`src/design/lbp_defs.svh`:
```
`ifndef LBP_DEFS_SVH
`define LBP_DEFS_SVH

// ==========================================================
// Peripheral configuration codes
`define LBP_CFG_WIDE_ADDR   3'h0
`define LBP_CFG_NARROW_ADDR 3'h2
`define LBP_CFG_SERIAL      3'h3
`define LBP_CFG_MUXED       3'h4
`define LBP_CFG_TOP_BIT     2

// ==========================================================
// Bus clock divider codes and factors
`define LBP_DIV_CODE_2      2'h0
`define LBP_DIV_CODE_4      2'h1
`define LBP_DIV_CODE_16     2'h2
`define LBP_DIV_FACTOR_2    5'h02
`define LBP_DIV_FACTOR_4    5'h04
`define LBP_DIV_FACTOR_16   5'h10

// ==========================================================
// Shared low pin positions in serial configuration
`define LBP_SER_RESERVED    7
`define LBP_SER_SHIFT_CLK   6
`define LBP_SER_MASTER_OUT  5
`define LBP_SER_MASTER_IN   4
`define LBP_SER_SEL_HI      3
`define LBP_SER_SEL_LO      0

// ==========================================================
// Field positions and reset values
`define LBP_UPPER_HI        15
`define LBP_UPPER_LO        8
`define LBP_LOWER_HI        7
`define LBP_WORD_ALIGN_LO   2
`define LBP_ADDR_HI_LO      16
`define LBP_WORD_ALIGN_MASK 16'hfffc
`define LBP_ZERO16          16'h0000
`define LBP_ZERO32          32'h0000_0000

`endif

```
`src/design/lbp_pkg.sv`:
```
package lbp_pkg;

  // Sequencer states, one-hot
  typedef enum logic [3:0] {
    LBP_IDLE = 4'h1,
    LBP_ADDR = 4'h2,
    LBP_DATA = 4'h4,
    LBP_END  = 4'h8
  } lbp_state_type;

  // One local bus access request
  typedef struct packed {
    logic        write;
    logic        upper;
    logic [31:0] addr;
    logic [15:0] wdata;
  } lbp_req_type;

  // Two-signal view of a shared pin group
  typedef struct packed {
    logic [15:0] out;
    logic [15:0] oe;
  } lbp_pins_type;

endpackage : lbp_pkg

```
`src/design/lbp_clkdiv.sv`:
```
`timescale 1ns/1ps
`include "lbp_defs.svh"

module lbp_clkdiv
  import lbp_pkg::*;
(
  // Clock and reset
  input  wire logic       sys_clk,
  input  wire logic       reset_n,
  // Divider selection
  input  wire logic [1:0] bus_clock_divider,
  // Outputs
  output logic            tick,
  output logic            divided_bus_clock
);

  logic [4:0] count;
  logic [4:0] next_count;
  logic       next_clk;

  // ========================================================
  // Divider factor decode
  function automatic logic [4:0] lbp_factor(input logic [1:0] code);
    unique case (code)
      `LBP_DIV_CODE_2:  lbp_factor = `LBP_DIV_FACTOR_2;
      `LBP_DIV_CODE_4:  lbp_factor = `LBP_DIV_FACTOR_4;
      default:          lbp_factor = `LBP_DIV_FACTOR_16;
    endcase
  endfunction : lbp_factor

  // Tick on the last count of each period
  always_comb begin
    tick       = (count >= lbp_factor(bus_clock_divider) - 5'h01);
    next_count = tick ? 5'h00 : count + 5'h01;
    next_clk   = tick;
  end

  // High for one system clock per bus period
  always_ff @(posedge sys_clk) begin
    if (!reset_n) begin
      count             <= 5'h00;
      divided_bus_clock <= 1'b0;
    end else begin
      count             <= next_count;
      divided_bus_clock <= next_clk;
    end
  end

endmodule : lbp_clkdiv

```
`src/design/lbp_top.sv`:
```
`timescale 1ns/1ps
`include "lbp_defs.svh"

module lbp_top
  import lbp_pkg::*;
(
  // Clock and reset
  input  wire logic        sys_clk,
  input  wire logic        reset_n,
  // Configuration
  input  wire logic [2:0]  peripheral_config_field,
  input  wire logic        split_bus_strap,
  input  wire logic        arbiter_master_enable,
  input  wire logic [1:0]  bus_clock_divider,
  // User access port
  input  wire logic        acc_valid,
  input  lbp_req_type      acc_req,
  output logic             acc_done,
  output logic [15:0]      acc_rdata,
  // General purpose port user side
  input  wire logic [15:0] gp_out,
  input  wire logic [15:0] gp_dir,
  input  wire logic [15:0] gp_int_mask,
  output logic [15:0]      gp_in,
  output logic [15:0]      gp_change,
  // Serial control user side
  input  wire logic        serial_shift_clock_out,
  input  wire logic        serial_shift_clock_oe,
  output logic             serial_shift_clock_in,
  input  wire logic        master_out_line,
  output logic             master_in_line,
  input  wire logic [3:0]  serial_select,
  // Shared low pins
  input  wire logic [15:0] low_pins_in,
  output lbp_pins_type     low_pins,
  // Data pins
  input  wire logic [15:0] local_data_pins_in,
  output lbp_pins_type     local_data_pins,
  // Arbitration
  input  wire logic        hold_request_in,
  output logic             bus_request_out_n,
  input  wire logic        hold_status_pin_in,
  output logic             hold_status_pin_out,
  output logic             hold_status_pin_oe,
  // Strobes and selects
  output logic             peripheral_select_out_n,
  output logic             address_latch_strobe,
  output logic             address_latch_strobe_oe,
  output logic             read_strobe_out_n,
  output logic             write_strobe_out_n,
  output logic             upper_byte_enable_n,
  output logic             strobe_oe,
  input  wire logic        wait_ready_in,
  // Bus clock
  output logic             divided_bus_clock
);

  lbp_state_type state;
  lbp_state_type next_state;
  lbp_req_type   cur;
  lbp_req_type   next_cur;
  logic [15:0]   next_rdata;
  logic          next_done;
  logic          in_hold;
  logic          next_in_hold;
  logic [15:0]   gp_prev;
  logic [15:0]   next_gp_in;
  logic [15:0]   next_gp_change;
  logic          tick;
  logic          granted;
  logic          bus_master;
  logic          muxed;
  logic          data_bus;

  // ==========================================================
  // Bus clock divider
  lbp_clkdiv i_lbp_clkdiv (
    .sys_clk           (sys_clk),
    .reset_n           (reset_n),
    .bus_clock_divider (bus_clock_divider),
    .tick              (tick),
    .divided_bus_clock (divided_bus_clock)
  );

  // ==========================================================
  // Arbitration
  // Bus is ours per hold request (arbiter) or hold status (external)
  always_comb begin
    if (arbiter_master_enable) begin
      granted = hold_request_in;
    end else begin
      granted = !hold_status_pin_in;
    end
    bus_master   = !in_hold || (state != LBP_IDLE);
    next_in_hold = (state == LBP_IDLE) ? !granted : in_hold;
  end

  // Hold status, bus request
  always_comb begin
    hold_status_pin_oe  = arbiter_master_enable;
    hold_status_pin_out = !in_hold;
    bus_request_out_n   = !(acc_valid && in_hold);
  end

  // ==========================================================
  // Access sequencer
  always_comb begin
    next_state = state;
    next_cur   = cur;
    next_rdata = acc_rdata;
    next_done  = 1'b0;
    if (tick) begin
      unique case (state)
        LBP_IDLE: begin
          if (acc_valid && !in_hold && granted) begin
            next_cur   = acc_req;
            next_state = LBP_ADDR;
          end
        end
        LBP_ADDR: next_state = LBP_DATA;
        LBP_DATA: begin
          if (!wait_ready_in) begin
            next_rdata = local_data_pins_in;
            next_state = LBP_END;
          end
        end
        LBP_END: begin
          next_done  = 1'b1;
          next_state = LBP_IDLE;
        end
      endcase
    end
  end

  // Sequencer registers
  always_ff @(posedge sys_clk) begin
    if (!reset_n) begin
      state     <= LBP_IDLE;
      cur       <= '0;
      acc_rdata <= `LBP_ZERO16;
      acc_done  <= 1'b0;
      in_hold   <= 1'b1;
    end else begin
      state     <= next_state;
      cur       <= next_cur;
      acc_rdata <= next_rdata;
      acc_done  <= next_done;
      in_hold   <= next_in_hold;
    end
  end

  // ==========================================================
  // Strobes
  always_comb begin
    muxed                   = !split_bus_strap
                              && (peripheral_config_field == `LBP_CFG_MUXED);
    strobe_oe               = bus_master;
    address_latch_strobe_oe = muxed && bus_master;
    address_latch_strobe    = (state == LBP_ADDR);
    peripheral_select_out_n = (state == LBP_IDLE);
    read_strobe_out_n       = !((state == LBP_DATA) && !cur.write);
    write_strobe_out_n      = !((state == LBP_DATA) && cur.write);
    upper_byte_enable_n     = !((state != LBP_IDLE) && cur.upper);
  end

  // ==========================================================
  // Shared low pin mapping
  always_comb begin
    low_pins.out          = `LBP_ZERO16;
    low_pins.oe           = `LBP_ZERO16;
    serial_shift_clock_in = 1'b0;
    master_in_line        = 1'b0;
    if (split_bus_strap) begin
      low_pins.out = cur.addr[15:0] & `LBP_WORD_ALIGN_MASK;
      low_pins.oe  = bus_master ? `LBP_WORD_ALIGN_MASK : `LBP_ZERO16;
    end else begin
      unique case (peripheral_config_field)
        `LBP_CFG_WIDE_ADDR: begin
          low_pins.out = cur.addr[15:0];
          low_pins.oe  = {16{bus_master}};
        end
        `LBP_CFG_NARROW_ADDR: begin
          low_pins.out = {gp_out[`LBP_UPPER_HI:`LBP_UPPER_LO],
                          cur.addr[`LBP_LOWER_HI:0]};
          low_pins.oe  = {gp_dir[`LBP_UPPER_HI:`LBP_UPPER_LO], {8{bus_master}}};
        end
        `LBP_CFG_SERIAL: begin
          low_pins.out[`LBP_UPPER_HI:`LBP_UPPER_LO] =
            gp_out[`LBP_UPPER_HI:`LBP_UPPER_LO];
          low_pins.oe[`LBP_UPPER_HI:`LBP_UPPER_LO] =
            gp_dir[`LBP_UPPER_HI:`LBP_UPPER_LO];
          low_pins.out[`LBP_SER_SHIFT_CLK]  = serial_shift_clock_out;
          low_pins.oe[`LBP_SER_SHIFT_CLK]   = serial_shift_clock_oe;
          serial_shift_clock_in             = low_pins_in[`LBP_SER_SHIFT_CLK];
          low_pins.out[`LBP_SER_MASTER_OUT] = master_out_line;
          low_pins.oe[`LBP_SER_MASTER_OUT]  = 1'b1;
          master_in_line                    = low_pins_in[`LBP_SER_MASTER_IN];
          low_pins.out[`LBP_SER_SEL_HI:`LBP_SER_SEL_LO] = serial_select;
          low_pins.oe[`LBP_SER_SEL_HI:`LBP_SER_SEL_LO]  = 4'hf;
        end
        `LBP_CFG_MUXED: begin
          low_pins.out = gp_out;
          low_pins.oe  = gp_dir;
        end
        default: begin
          low_pins.out = `LBP_ZERO16;
        end
      endcase
    end
  end

  // ==========================================================
  // Data pin mapping
  always_comb begin
    data_bus            = !peripheral_config_field[`LBP_CFG_TOP_BIT];
    local_data_pins.out = cur.wdata;
    local_data_pins.oe  = `LBP_ZERO16;
    if (split_bus_strap) begin
      local_data_pins.out = cur.addr[31:`LBP_ADDR_HI_LO];
      local_data_pins.oe  = {16{bus_master}};
    end else if (muxed && state == LBP_ADDR) begin
      local_data_pins.out = cur.addr[15:0];
      local_data_pins.oe  = {16{1'b1}};
    end else if ((data_bus || muxed) && cur.write
                 && (state == LBP_DATA || state == LBP_END)) begin
      local_data_pins.oe = {16{1'b1}};
    end
  end

  // ==========================================================
  // General purpose port sampling and change flags
  always_comb begin
    next_gp_in     = low_pins_in;
    next_gp_change = (low_pins_in ^ gp_prev) & ~gp_dir & ~gp_int_mask;
    if (split_bus_strap || peripheral_config_field != `LBP_CFG_MUXED) begin
      next_gp_change = `LBP_ZERO16;
    end
  end

  // Port registers
  always_ff @(posedge sys_clk) begin
    if (!reset_n) begin
      gp_prev   <= `LBP_ZERO16;
      gp_in     <= `LBP_ZERO16;
      gp_change <= `LBP_ZERO16;
    end else begin
      gp_prev   <= low_pins_in;
      gp_in     <= next_gp_in;
      gp_change <= next_gp_change;
    end
  end

endmodule : lbp_top

```
`config.mk`:
```
export PLATFORM = sky130hd
export DESIGN_NAME = lbp_top
export DESIGN_NICKNAME = d
export VERILOG_FILES = /design/src/design/lbp_pkg.sv /design/src/design/lbp_clkdiv.sv /design/src/design/lbp_top.sv
export VERILOG_INCLUDE_DIRS = /design/src /design/src/design
export SDC_FILE = /design/constraint.sdc
export NUM_CORES = 1
export LEC_CHECK = 0
export BUFFER_PORTS_ARGS = -buffer_cell sky130_fd_sc_hd__buf_2
export CAP_MARGIN = 20
export CORE_MARGIN = 2
export CORE_UTILIZATION = 39
export DETAILED_ROUTE_END_ITERATION = 16
export MAX_ROUTING_LAYER = met4
export PLACE_DENSITY_LB_ADDON = 0.2
export REMOVE_ABC_BUFFERS = 1
export SYNTH_ARGS = -nofsm -noshare
export SYNTH_HDL_FRONTEND = slang
export SYNTH_SLANG_ARGS = --single-unit
```
`constraint.sdc`:
```
create_clock -name sys_clk -period 2 [get_ports sys_clk]
set_input_delay 0.3 -clock sys_clk [delete_from_list [all_inputs] [get_ports sys_clk]]
set_output_delay 0.3 -clock sys_clk [all_outputs]
set_load 0.01 [all_outputs]
```
==> key figures, run 1 <==
Clocking
  – CTS tree: done
  – H-tree depth: 3
  – TritonCTS Sinks: 110
  – Hold_buf cts: 0
  – CTS Buf Count: 9
  – Worst skew pair latency: ~0.35 ns
  – Reg clk slew, reported paths: roughly 0.07 ns
  – CTS max path bufs: 2
  – CTS root buffer: clkbuf_16

Floorplanning
  – Io pins: about 280
  – Die ar.: between 10000 and 15000 µm²
  – Initial Util: 0.395
  – Row cnt: between 40 and 50
  – Die width: about 120 µm
  – Core area: 13100 µm²
  – Die Span Y: approximately 120 µm

Worst setup path
  – Worst EP arrival: a little under 2 ns
  – Req. time, crit path: roughly 1.7 ns
  – R2R depth: 7
  – Crit Path Class: reg2out
  – Kind of start point of the critical path: register
  – Worst r2r src: i_lbp_clkdiv.count[1]
  – Start point of the critical path: state[2]
  – Worst R2R Setup Slack: 0 ns
  – Worst Setup End Kind: primary output
  – Worst Path Max Fanout: 8

Yosys
  – Top cells by area, synth: dfxtp_1, nand2_1, mux2i_1
  – Synth Flop Type: dfxtp_1
  – Synthesized instance count: a little under 600
  – Mapped Area: ~5200 µm²
  – Post-synth EDFFs: 0
  – Most common cell in the synthesized netlist: nand2_1
  – Register bit total from synthesis: 110
  – Yosys warnings: 0
  – Syn_area_per_cell: around 8.7 µm²
  – Sequential share of the synthesized area: 0.426
  – Post-synth top cells: nand2_1, dfxtp_1, mux2i_1
  – Asr flop ratio synth: 0
  – Yosys cell types: 49
  – Area share of the largest cell type after synthesis: 0.426
  – Synth area leader: dfxtp_1

Timing
  – Setup TNS: -9.31 ns
  – Final Setup Violations: 50
  – Crit share post-route: 1.14
  – F_max: ~0.44 GHz
  – Min cycle time layout: 2.27 ns
  – Final Max Tran Viols: 0
  – RSZ-0062 raised after global routing: true
  – Final hold violation count: 0
  – Hold slack: slightly above 0.1 ns
  – Setup Skew: 0.00822 ns
  – Slew margin rel.: 0.645
  – Final WS setup: -0.273 ns
  – Worst Max-Slew Pin Slew: roughly 0.53 ns

Route
  – DRC Markers: 0
  – Routed vias: 5284
  – DR pass1 iterations: 5
  – WL/cell: 16.1 µm
  – Final ANT Viol Nets: 0
  – Total Wirelength: 17.2 mm
  – Via/cell ratio: 4.95
  – Initial DRC Count: approximately 330

Global routing
  – Vias in the first global route: a little over 5000
  – Grt ovf: 0
  – First-pass GRT wire length: roughly 26 mm
  – All-Layer GR Usage: 0.235
  – Initial antenna violation count: 1
  – Pin count of the biggest net entering global routing: between 50 and 60

Placed design
  – GPL Wtd Cong: roughly 0.83
  – Port bufs: between 200 and 300
  – Cells after DPL: about 1000
  – Setup WS pre-CTS: -0.0808 ns
  – Detailed placement HPWL: about 12 mm

Worst hold path
  – Launch point of the worst hold path: gp_int_mask[15]
  – HP Class: in2reg
  – Hold Path Cell Cnt: 2

Power and ir drop
  – LEAKAGE: 3.61 nW
  – Design Power: between 0.005 and 0.006 W
  – Pwr/cell area: between 600 and 700 nW/µm²
  – Peak supply drop: roughly 0.33 mV

Final layout
  – Fin nets: between 1000 and 1500
  – Area grow syn2layout: 47.4%
  – Layout cells sized above 1: 0.431
  – Post-Layout Cell Count: ~1100

Status
  – Failing checks: negative setup slack
  – Status: finished with violations

Flow run
  – Max Cap Violations: 0
## where the power goes
| part | switching, W | total, W | internal, W |
|---|---|---|---|
| Sequential | 0.0000291 | 0.00225 | 0.00222 |
| Clock | 0.000797 | 0.00205 | 0.00125 |
| Combinational | 0.000381 | 0.000728 | 0.000346 |
| Total | 0.00121 | 0.00502 | 0.00382 |
## cell usage in the layout, fill, tap and decap left out, types with 5 or more instances in the layout
cell type  instances
buf_2            268
and2_1            19
dfxtp_2            7
a21oi_1            7
buf_12             5
mux2i_1           66
a22o_1            10
a21o_1             9
nor2_1            10
o21ai_0            8
xnor2_1           18
a22oi_1           21
buf_4             47
nor4_1            16
dfxtp_1          103
buf_6             10
clkbuf_16         11
nand2_1          182
## repair_timing
action / CTS / global route
pin swaps: 6 / 7
buffers inserted: 1 / 12
resized for setup: 33 / 23
setup endpoints to repair: 75 / 114
gates cloned: 2 / 2
hold endpoints to repair: 0 / 0
## per-stage QoR
step / cell area (µm²) / util
2_1_floorplan: 4850 / -
3_3_place_gp: 6820 / 0.521
3_5_place_dp: 6820 / 0.521
4_1_cts: 7330 / 0.560
5_1_grt: 7620 / 0.582
6_report: 7620 / 0.582
## kinds of logic (layout without fill, tap and decap cells)
kind of cell / Yosys count / after routing / share of synthesized area
DFF: 110 / 110 / 0.426
other: 1 / 2 / 0.000726
xor gates and xnor gates: 20 / 20 / 0.0339
AOI/OAI and AO/OA: 74 / 75 / 0.102
and+or+nand+nor: 259 / 259 / 0.229
adders and majority gates: 5 / 5 / 0.0121
muxes: 68 / 68 / 0.132
buffers and inverters: 58 / 353 / 0.0649
## path summary, 6_finish.rpt
kind	to
setup / recovery	local_data_pins[4]
hold / removal	gp_change[15]
setup reg to reg	acc_rdata[15]
hold reg to reg	cur[5]
## routing by layer
layer / track usage / wire, µm
met5: - / 0
met4: 0.0938 / 375
met3: 0.0292 / 924
met2: 0.417 / 8710
met1: 0.270 / 7150
## flip-flops by register name (all words and copies together), names as in the netlist
register and flops:
i_lbp_clkdiv.count 5, cur 50, i_lbp_clkdiv.divided_bus_clock 1, in_hold 1, acc_done 1, gp_change 16, gp_prev 16, state 4
acc_rdata 16
## worst max-delay path: stages (launching register included)
cell and delay [ns]:
dfxtp_2 0.34, or4b_4 0.54, inv_4 0.10, nand2_8 0.08, a211o_4 0.40, buf_2 0.16
## final cells by class
type | count | area, µm²
Antenna cell | 1 | 2.50
Clock buffer | 11 | 243
Clock inverter | 4 | 95.1
Fill cell | 1206 | 5470
Inverter | 5 | 21.3
Multi-Input combinational cell | 428 | 2840
Sequential cell | 110 | 2210
Tap cell | 176 | 220
Timing Repair Buffer | 333 | 1980
(Power assumes the default switching activity.)
==> run 2, diff against run 1 <==
--- a/config.mk
+++ b/config.mk
@@ -7,12 +7,13 @@
 export NUM_CORES = 1
 export LEC_CHECK = 0
 export BUFFER_PORTS_ARGS = -buffer_cell sky130_fd_sc_hd__buf_2
-export CAP_MARGIN = 20
+export CAP_MARGIN = 40
 export CORE_MARGIN = 2
 export CORE_UTILIZATION = 39
 export DETAILED_ROUTE_END_ITERATION = 16
 export MAX_ROUTING_LAYER = met4
 export PLACE_DENSITY_LB_ADDON = 0.2
+export RECOVER_POWER = 100
 export REMOVE_ABC_BUFFERS = 1
 export SYNTH_ARGS = -nofsm -noshare
 export SYNTH_HDL_FRONTEND = slang
==> key figures, run 2 (synthesis results as in run 1) <==
Timing
  – Final hold violation count: 0
  – Final WS setup: -0.272 ns
  – Crit share post-route: 1.14
  – Min cycle time layout: around 2.3 ns
  – F_max: between 0.4 and 0.5 GHz
  – Worst Max-Slew Pin Slew: 0.923 ns
  – RSZ-0062 raised after global routing: true
  – Slew margin rel.: 0.385
  – Setup Skew: 0.00810 ns
  – Setup TNS: -9.30 ns
  – Final Setup Violations: 60
  – Final Max Tran Viols: 0

Clocking
  – Reg clk slew, reported paths: roughly 0.070 ns
  – CTS root buffer: clkbuf_16
  – H-tree depth: 3
  – TritonCTS Sinks: 110
  – CTS max path bufs: 2
  – CTS tree: done
  – CTS Buf Count: 9
  – Worst skew pair latency: 0.35 ns

Final layout
  – Commonest cells after routing, fill and taps aside: buf_2, nand2_1, dfxtp_1
  – Fin nets: about 1000
  – Layout cells sized above 1: 0.361
  – Final Core Density: 0.569
  – Area grow syn2layout: 44.2%
  – Commonest non-fill, non-tap cell in the layout: buf_2
  – Most flops, register: cur
  – Flip-flop count of the largest register after layout: 50

Floorplanning
  – Core area: around 13000 µm²
  – Die width: about 120 µm
  – Io pins: 276
  – Die ar.: between 10000 and 15000 µm²
  – Row cnt: 42
  – Die Span Y: between 100 and 150 µm
  – Initial Util: 0.395

Status
  – Status: finished with violations
  – Failing checks: negative setup slack

Flow run
  – Max Cap Violations: 0

Placed design
  – Port bufs: between 200 and 300
  – GPL Wtd Cong: just over 0.8
  – Detailed placement HPWL: about 12 mm

Route
  – DR pass1 iterations: 7
  – Routed vias: 5314
  – Total Wirelength: ~17 mm
  – WL/cell: ~16 µm
  – Initial DRC Count: approximately 330
  – Final ANT Viol Nets: 0
  – Via/cell ratio: roughly 5
  – DRC Markers: 0

Power and ir drop
  – LEAKAGE: between 3 and 4 nW
  – Peak supply drop: around 0.33 mV
  – Pwr/cell area: between 600 and 700 nW/µm²
  – Design Power: between 0.005 and 0.006 W

Worst setup path
  – WP buf/inv: 2
  – Worst Path Max Fanout: 8
  – Crit path largest cell delay: 0.53 ns
  – Crit path cell chain: or4b_4 -> inv_4 -> nand2_8 -> a211o_4 -> buf_2
  – Top delay family on crit path: simple AND/OR/NAND/NOR gates
  – Kind of start point of the critical path: register
  – Crit Path Class: reg2out
  – Req. time, crit path: about 1.7 ns
  – Worst Setup End Kind: primary output
  – Critical-path top delay cell: or4b_4
  – Worst EP arrival: 1.97 ns

Global routing
  – Initial antenna violation count: 1
  – Grt ovf: 0
  – First-pass GRT wire length: 25.7 mm
  – Vias in the first global route: roughly 5100
  – All-Layer GR Usage: 0.235
  – Pin count of the biggest net entering global routing: 57

Worst hold path
  – HP Class: in2reg
## run 2: cell count changes in the layout (fill, tap and decap cells not counted), moves of 2 or more
cell      previous run  this run
and2_0               0         2
and2_1              19        17
buf_2              268       208
buf_4               47        36
clkbuf_1             1        61
clkbuf_2             0        12
clkbuf_4             0         3
## run 2: per-layer routing
layer,part of all wire,vias up,track usage
met4,0.026,0,0.0938
li1,-,2591,-
met5,0,-,-
met1,0.42,2509,0.270
met2,0.50,187,0.417
met3,0.053,27,0.0292
## run 2: what timing repair did
action                                  4_1_cts  5_1_grt
buffers inserted                              1       12
endpoints found under the hold margin         0        0
hold buffers                                  0        0
resized for setup                            33       23
cloned                                        2        2
pin swaps                                     6        7
endpoints found under the setup margin       75      114
## run 2: per-stage QoR
step           hold slack, ns  setup WS (ns)  std cells  instance area [µm²]
2_1_floorplan           0.376          -1.12        542                 4850
3_3_place_gp            0.441        -0.0295       1035                 6820
3_5_place_dp            0.451        -0.0808       1035                 6820
4_1_cts                0.0868         -0.273       1053                 7330
5_1_grt                0.0939         -0.328       1068                 7450
6_report                0.101         -0.272       1068                 7450
## run 2: path summary, 6_finish.rpt
path,from,endpoint,slack [ns],depth (start not counted)
setup / recovery,state[2],local_data_pins[1],-0.27,5
hold reg to reg,cur[5],cur[5],0.46,2
hold / removal,gp_int_mask[15],gp_change[15],0.10,2
setup reg to reg,state[2],cur[13],-0.05,7
## run 2: report_power, final
group | internal [W] | leakage (nW) | total [W] | switching [W]
Sequential | 0.00222 | 0.893 | 0.00225 | 0.0000295
Clock | 0.00125 | 0.166 | 0.00205 | 0.000799
Combinational | 0.000330 | 2.29 | 0.000710 | 0.000380
## run 2: worst register-to-register path: cells and delay by family, from the launching register on
family | cells | cell delay, ns
and+or+nand+nor | 2 | 0.68
buffers and inverters | 4 | 0.76
muxes | 1 | 0.18
DFF | 1 | 0.34
## run 2: final cells by class
type                       instances  area [µm²]
antenna                            1        2.50
inverter                           5        21.3
multi-input combinational        428        2830
fill                            1255        5630
clock buffer                      11         243
timing repair buffer             333        1830
tap                              176         220
sequential                       110        2210
clock inverter                     4        95.1
==> run 3, diff against run 2 <==
--- a/config.mk
+++ b/config.mk
@@ -12,7 +12,7 @@
 export CORE_UTILIZATION = 39
 export DETAILED_ROUTE_END_ITERATION = 16
 export MAX_ROUTING_LAYER = met4
-export PLACE_DENSITY_LB_ADDON = 0.2
+export PLACE_DENSITY = 0.74
 export RECOVER_POWER = 100
 export REMOVE_ABC_BUFFERS = 1
 export SYNTH_ARGS = -nofsm -noshare
==> key figures, run 3 (synthesis results as in run 1) <==
Timing
  – Final WS setup: -0.250 ns
  – Worst Max-Slew Pin Slew: approximately 1.1 ns
  – Final hold violation count: 0
  – F_max: around 0.44 GHz
  – RSZ-0062 raised after global routing: true
  – Final Setup Violations: 50
  – Final Max Tran Viols: 0
  – Crit share post-route: 1.12
  – Slew margin rel.: 0.280
  – Setup Skew: just under 0.005 ns
  – Min cycle time layout: between 2 and 2.5 ns

Final layout
  – Final Core Density: 0.558
  – N_diodes: 0
  – Fin nets: a little over 1000
  – Flip-flop count of the largest register after layout: 50
  – Post-route cell area: 7300 µm²
  – Commonest non-fill, non-tap cell in the layout: buf_2
  – Commonest cells after routing, fill and taps aside: buf_2, nand2_1, dfxtp_1
  – Most flops, register: cur
  – Layout cells sized above 1: 0.350
  – Area grow syn2layout: 41.2%

Clocking
  – CTS tree: done
  – CTS Buf Count: 9
  – TritonCTS Sinks: 110
  – CTS max path bufs: 2
  – CTS root buffer: clkbuf_16
  – H-tree depth: 3
  – Reg clk slew, reported paths: ~0.070 ns
  – Worst skew pair latency: between 0.3 and 0.4 ns

Worst setup path
  – Top delay family on crit path: simple AND/OR/NAND/NOR gates
  – Crit path largest cell delay: between 0.5 and 0.6 ns
  – WP buf/inv: 3
  – Worst Setup End Kind: primary output
  – Crit Path Class: reg2out
  – Req. time, crit path: approximately 1.7 ns
  – Critical-path top delay cell: or4b_4
  – Kind of start point of the critical path: register
  – Worst Path Max Fanout: 4
  – Crit path cell chain: or4b_4 -> inv_4 -> nand2_4 -> buf_6 -> mux2i_4 -> o21ai_0 -> buf_2
  – Worst EP arrival: roughly 2 ns

Placed design
  – Port bufs: 275
  – Post-place instance area: ~6800 µm²
  – GPL Wtd Cong: between 0.7 and 0.8
  – Detailed placement HPWL: 11.6 mm

Power and ir drop
  – LEAKAGE: approximately 3.3 nW
  – Switching Power: between 0.001 and 0.0015 W
  – Pwr/cell area: about 700 nW/µm²
  – Sw frac: 0.237
  – Clock power share: 0.417
  – Sequential share of power: 0.447
  – Cell-internal power: 0.00383 W
  – Peak supply drop: about 0.33 mV
  – Combinational share of power: 0.136

Route
  – Final ANT Viol Nets: 0
  – Via/cell ratio: just under 5
  – Initial DRC Count: ~160
  – Routed vias: between 5000 and 6000
  – DR pass1 iterations: 4
  – WL/cell: approximately 15 µm
  – DRC Markers: 0
  – Total Wirelength: 15.6 mm

Global routing
  – Grt ovf: 0
  – Initial antenna violation count: 0
  – Vias in the first global route: roughly 4700
  – All-Layer GR Usage: 0.215
  – First-pass GRT wire length: 23.7 mm
  – Pin count of the biggest net entering global routing: 74

Status
  – Failing checks: negative setup slack
  – Status: finished with violations

Floorplanning
  – Die width: about 120 µm
  – Die ar.: 14200 µm²
  – Initial Util: 0.395
  – Die Span Y: ~120 µm
  – Core area: between 10000 and 15000 µm²
  – Row cnt: 42
  – Io pins: about 280

Worst hold path
  – HP Class: in2reg

Flow run
  – Max Cap Violations: 0
==> run 3: final timing paths <==
check                       start            end  slack [ns]  cells after the start
hold / removal    gp_int_mask[10]  gp_change[10]        0.11                      2
setup reg to reg         state[2]         cur[7]        0.12                      6
setup / recovery         state[2]    low_pins[3]       -0.25                      7
hold reg to reg      acc_rdata[2]   acc_rdata[2]        0.46                      2
==> run 3: per-stage QoR <==
step	std cells	setup slack [ns]	hold slack, ns	setup TNS [ns]	power [W]
finish	1051	-0.250	0.106	-8.77	0.00503
global route	1051	-0.343	0.0893	-12.82	0.00524
floorplan	542	-1.12	0.376	-91.99	0.00254
detailed placement	1028	-0.0193	0.451	-0.140	0.00295
CTS	1045	-0.256	0.0911	-11.51	0.00508
global placement	1027	-0.0000826	0.441	-0.0000826	0.00294
==> run 3: power by group through the flow <==
stage                     registers [W]  logic [W]  clock network [W]
after global routing            0.00225   0.000753            0.00223
after detailed placement        0.00229   0.000655                  0
final                           0.00225   0.000682            0.00210
after global placement          0.00229   0.000645                  0
after CTS                       0.00224   0.000684            0.00215
after floorplan                 0.00230   0.000241                  0
==> run 3: cell type report <==
type / instances / area (µm²)
Clock inverter: 5 / 105
Sequential cell: 110 / 2210
Fill cell: 1258 / 5790
Multi-Input combinational cell: 427 / 2740
Clock buffer: 11 / 253
Inverter: 5 / 21.3
Tap cell: 176 / 220
Timing Repair Buffer: 317 / 1750
==> run 3: routing by layer <==
layer,track usage,up-vias,share of wire
met1,0.261,2314,0.43
met2,0.362,176,0.49
li1,-,2547,-
met5,-,-,0
met3,0.0335,18,0.063
met4,0.0781,0,0.020
==> run 3: what timing repair did <==
action,CTS,global route
gates resized for setup,25,13
endpoints found under the hold margin,0,0
gates cloned,0,3
setup buffers,1,3
endpoints found under the setup margin,50,74
pin swaps,3,2
hold buffers,0,0
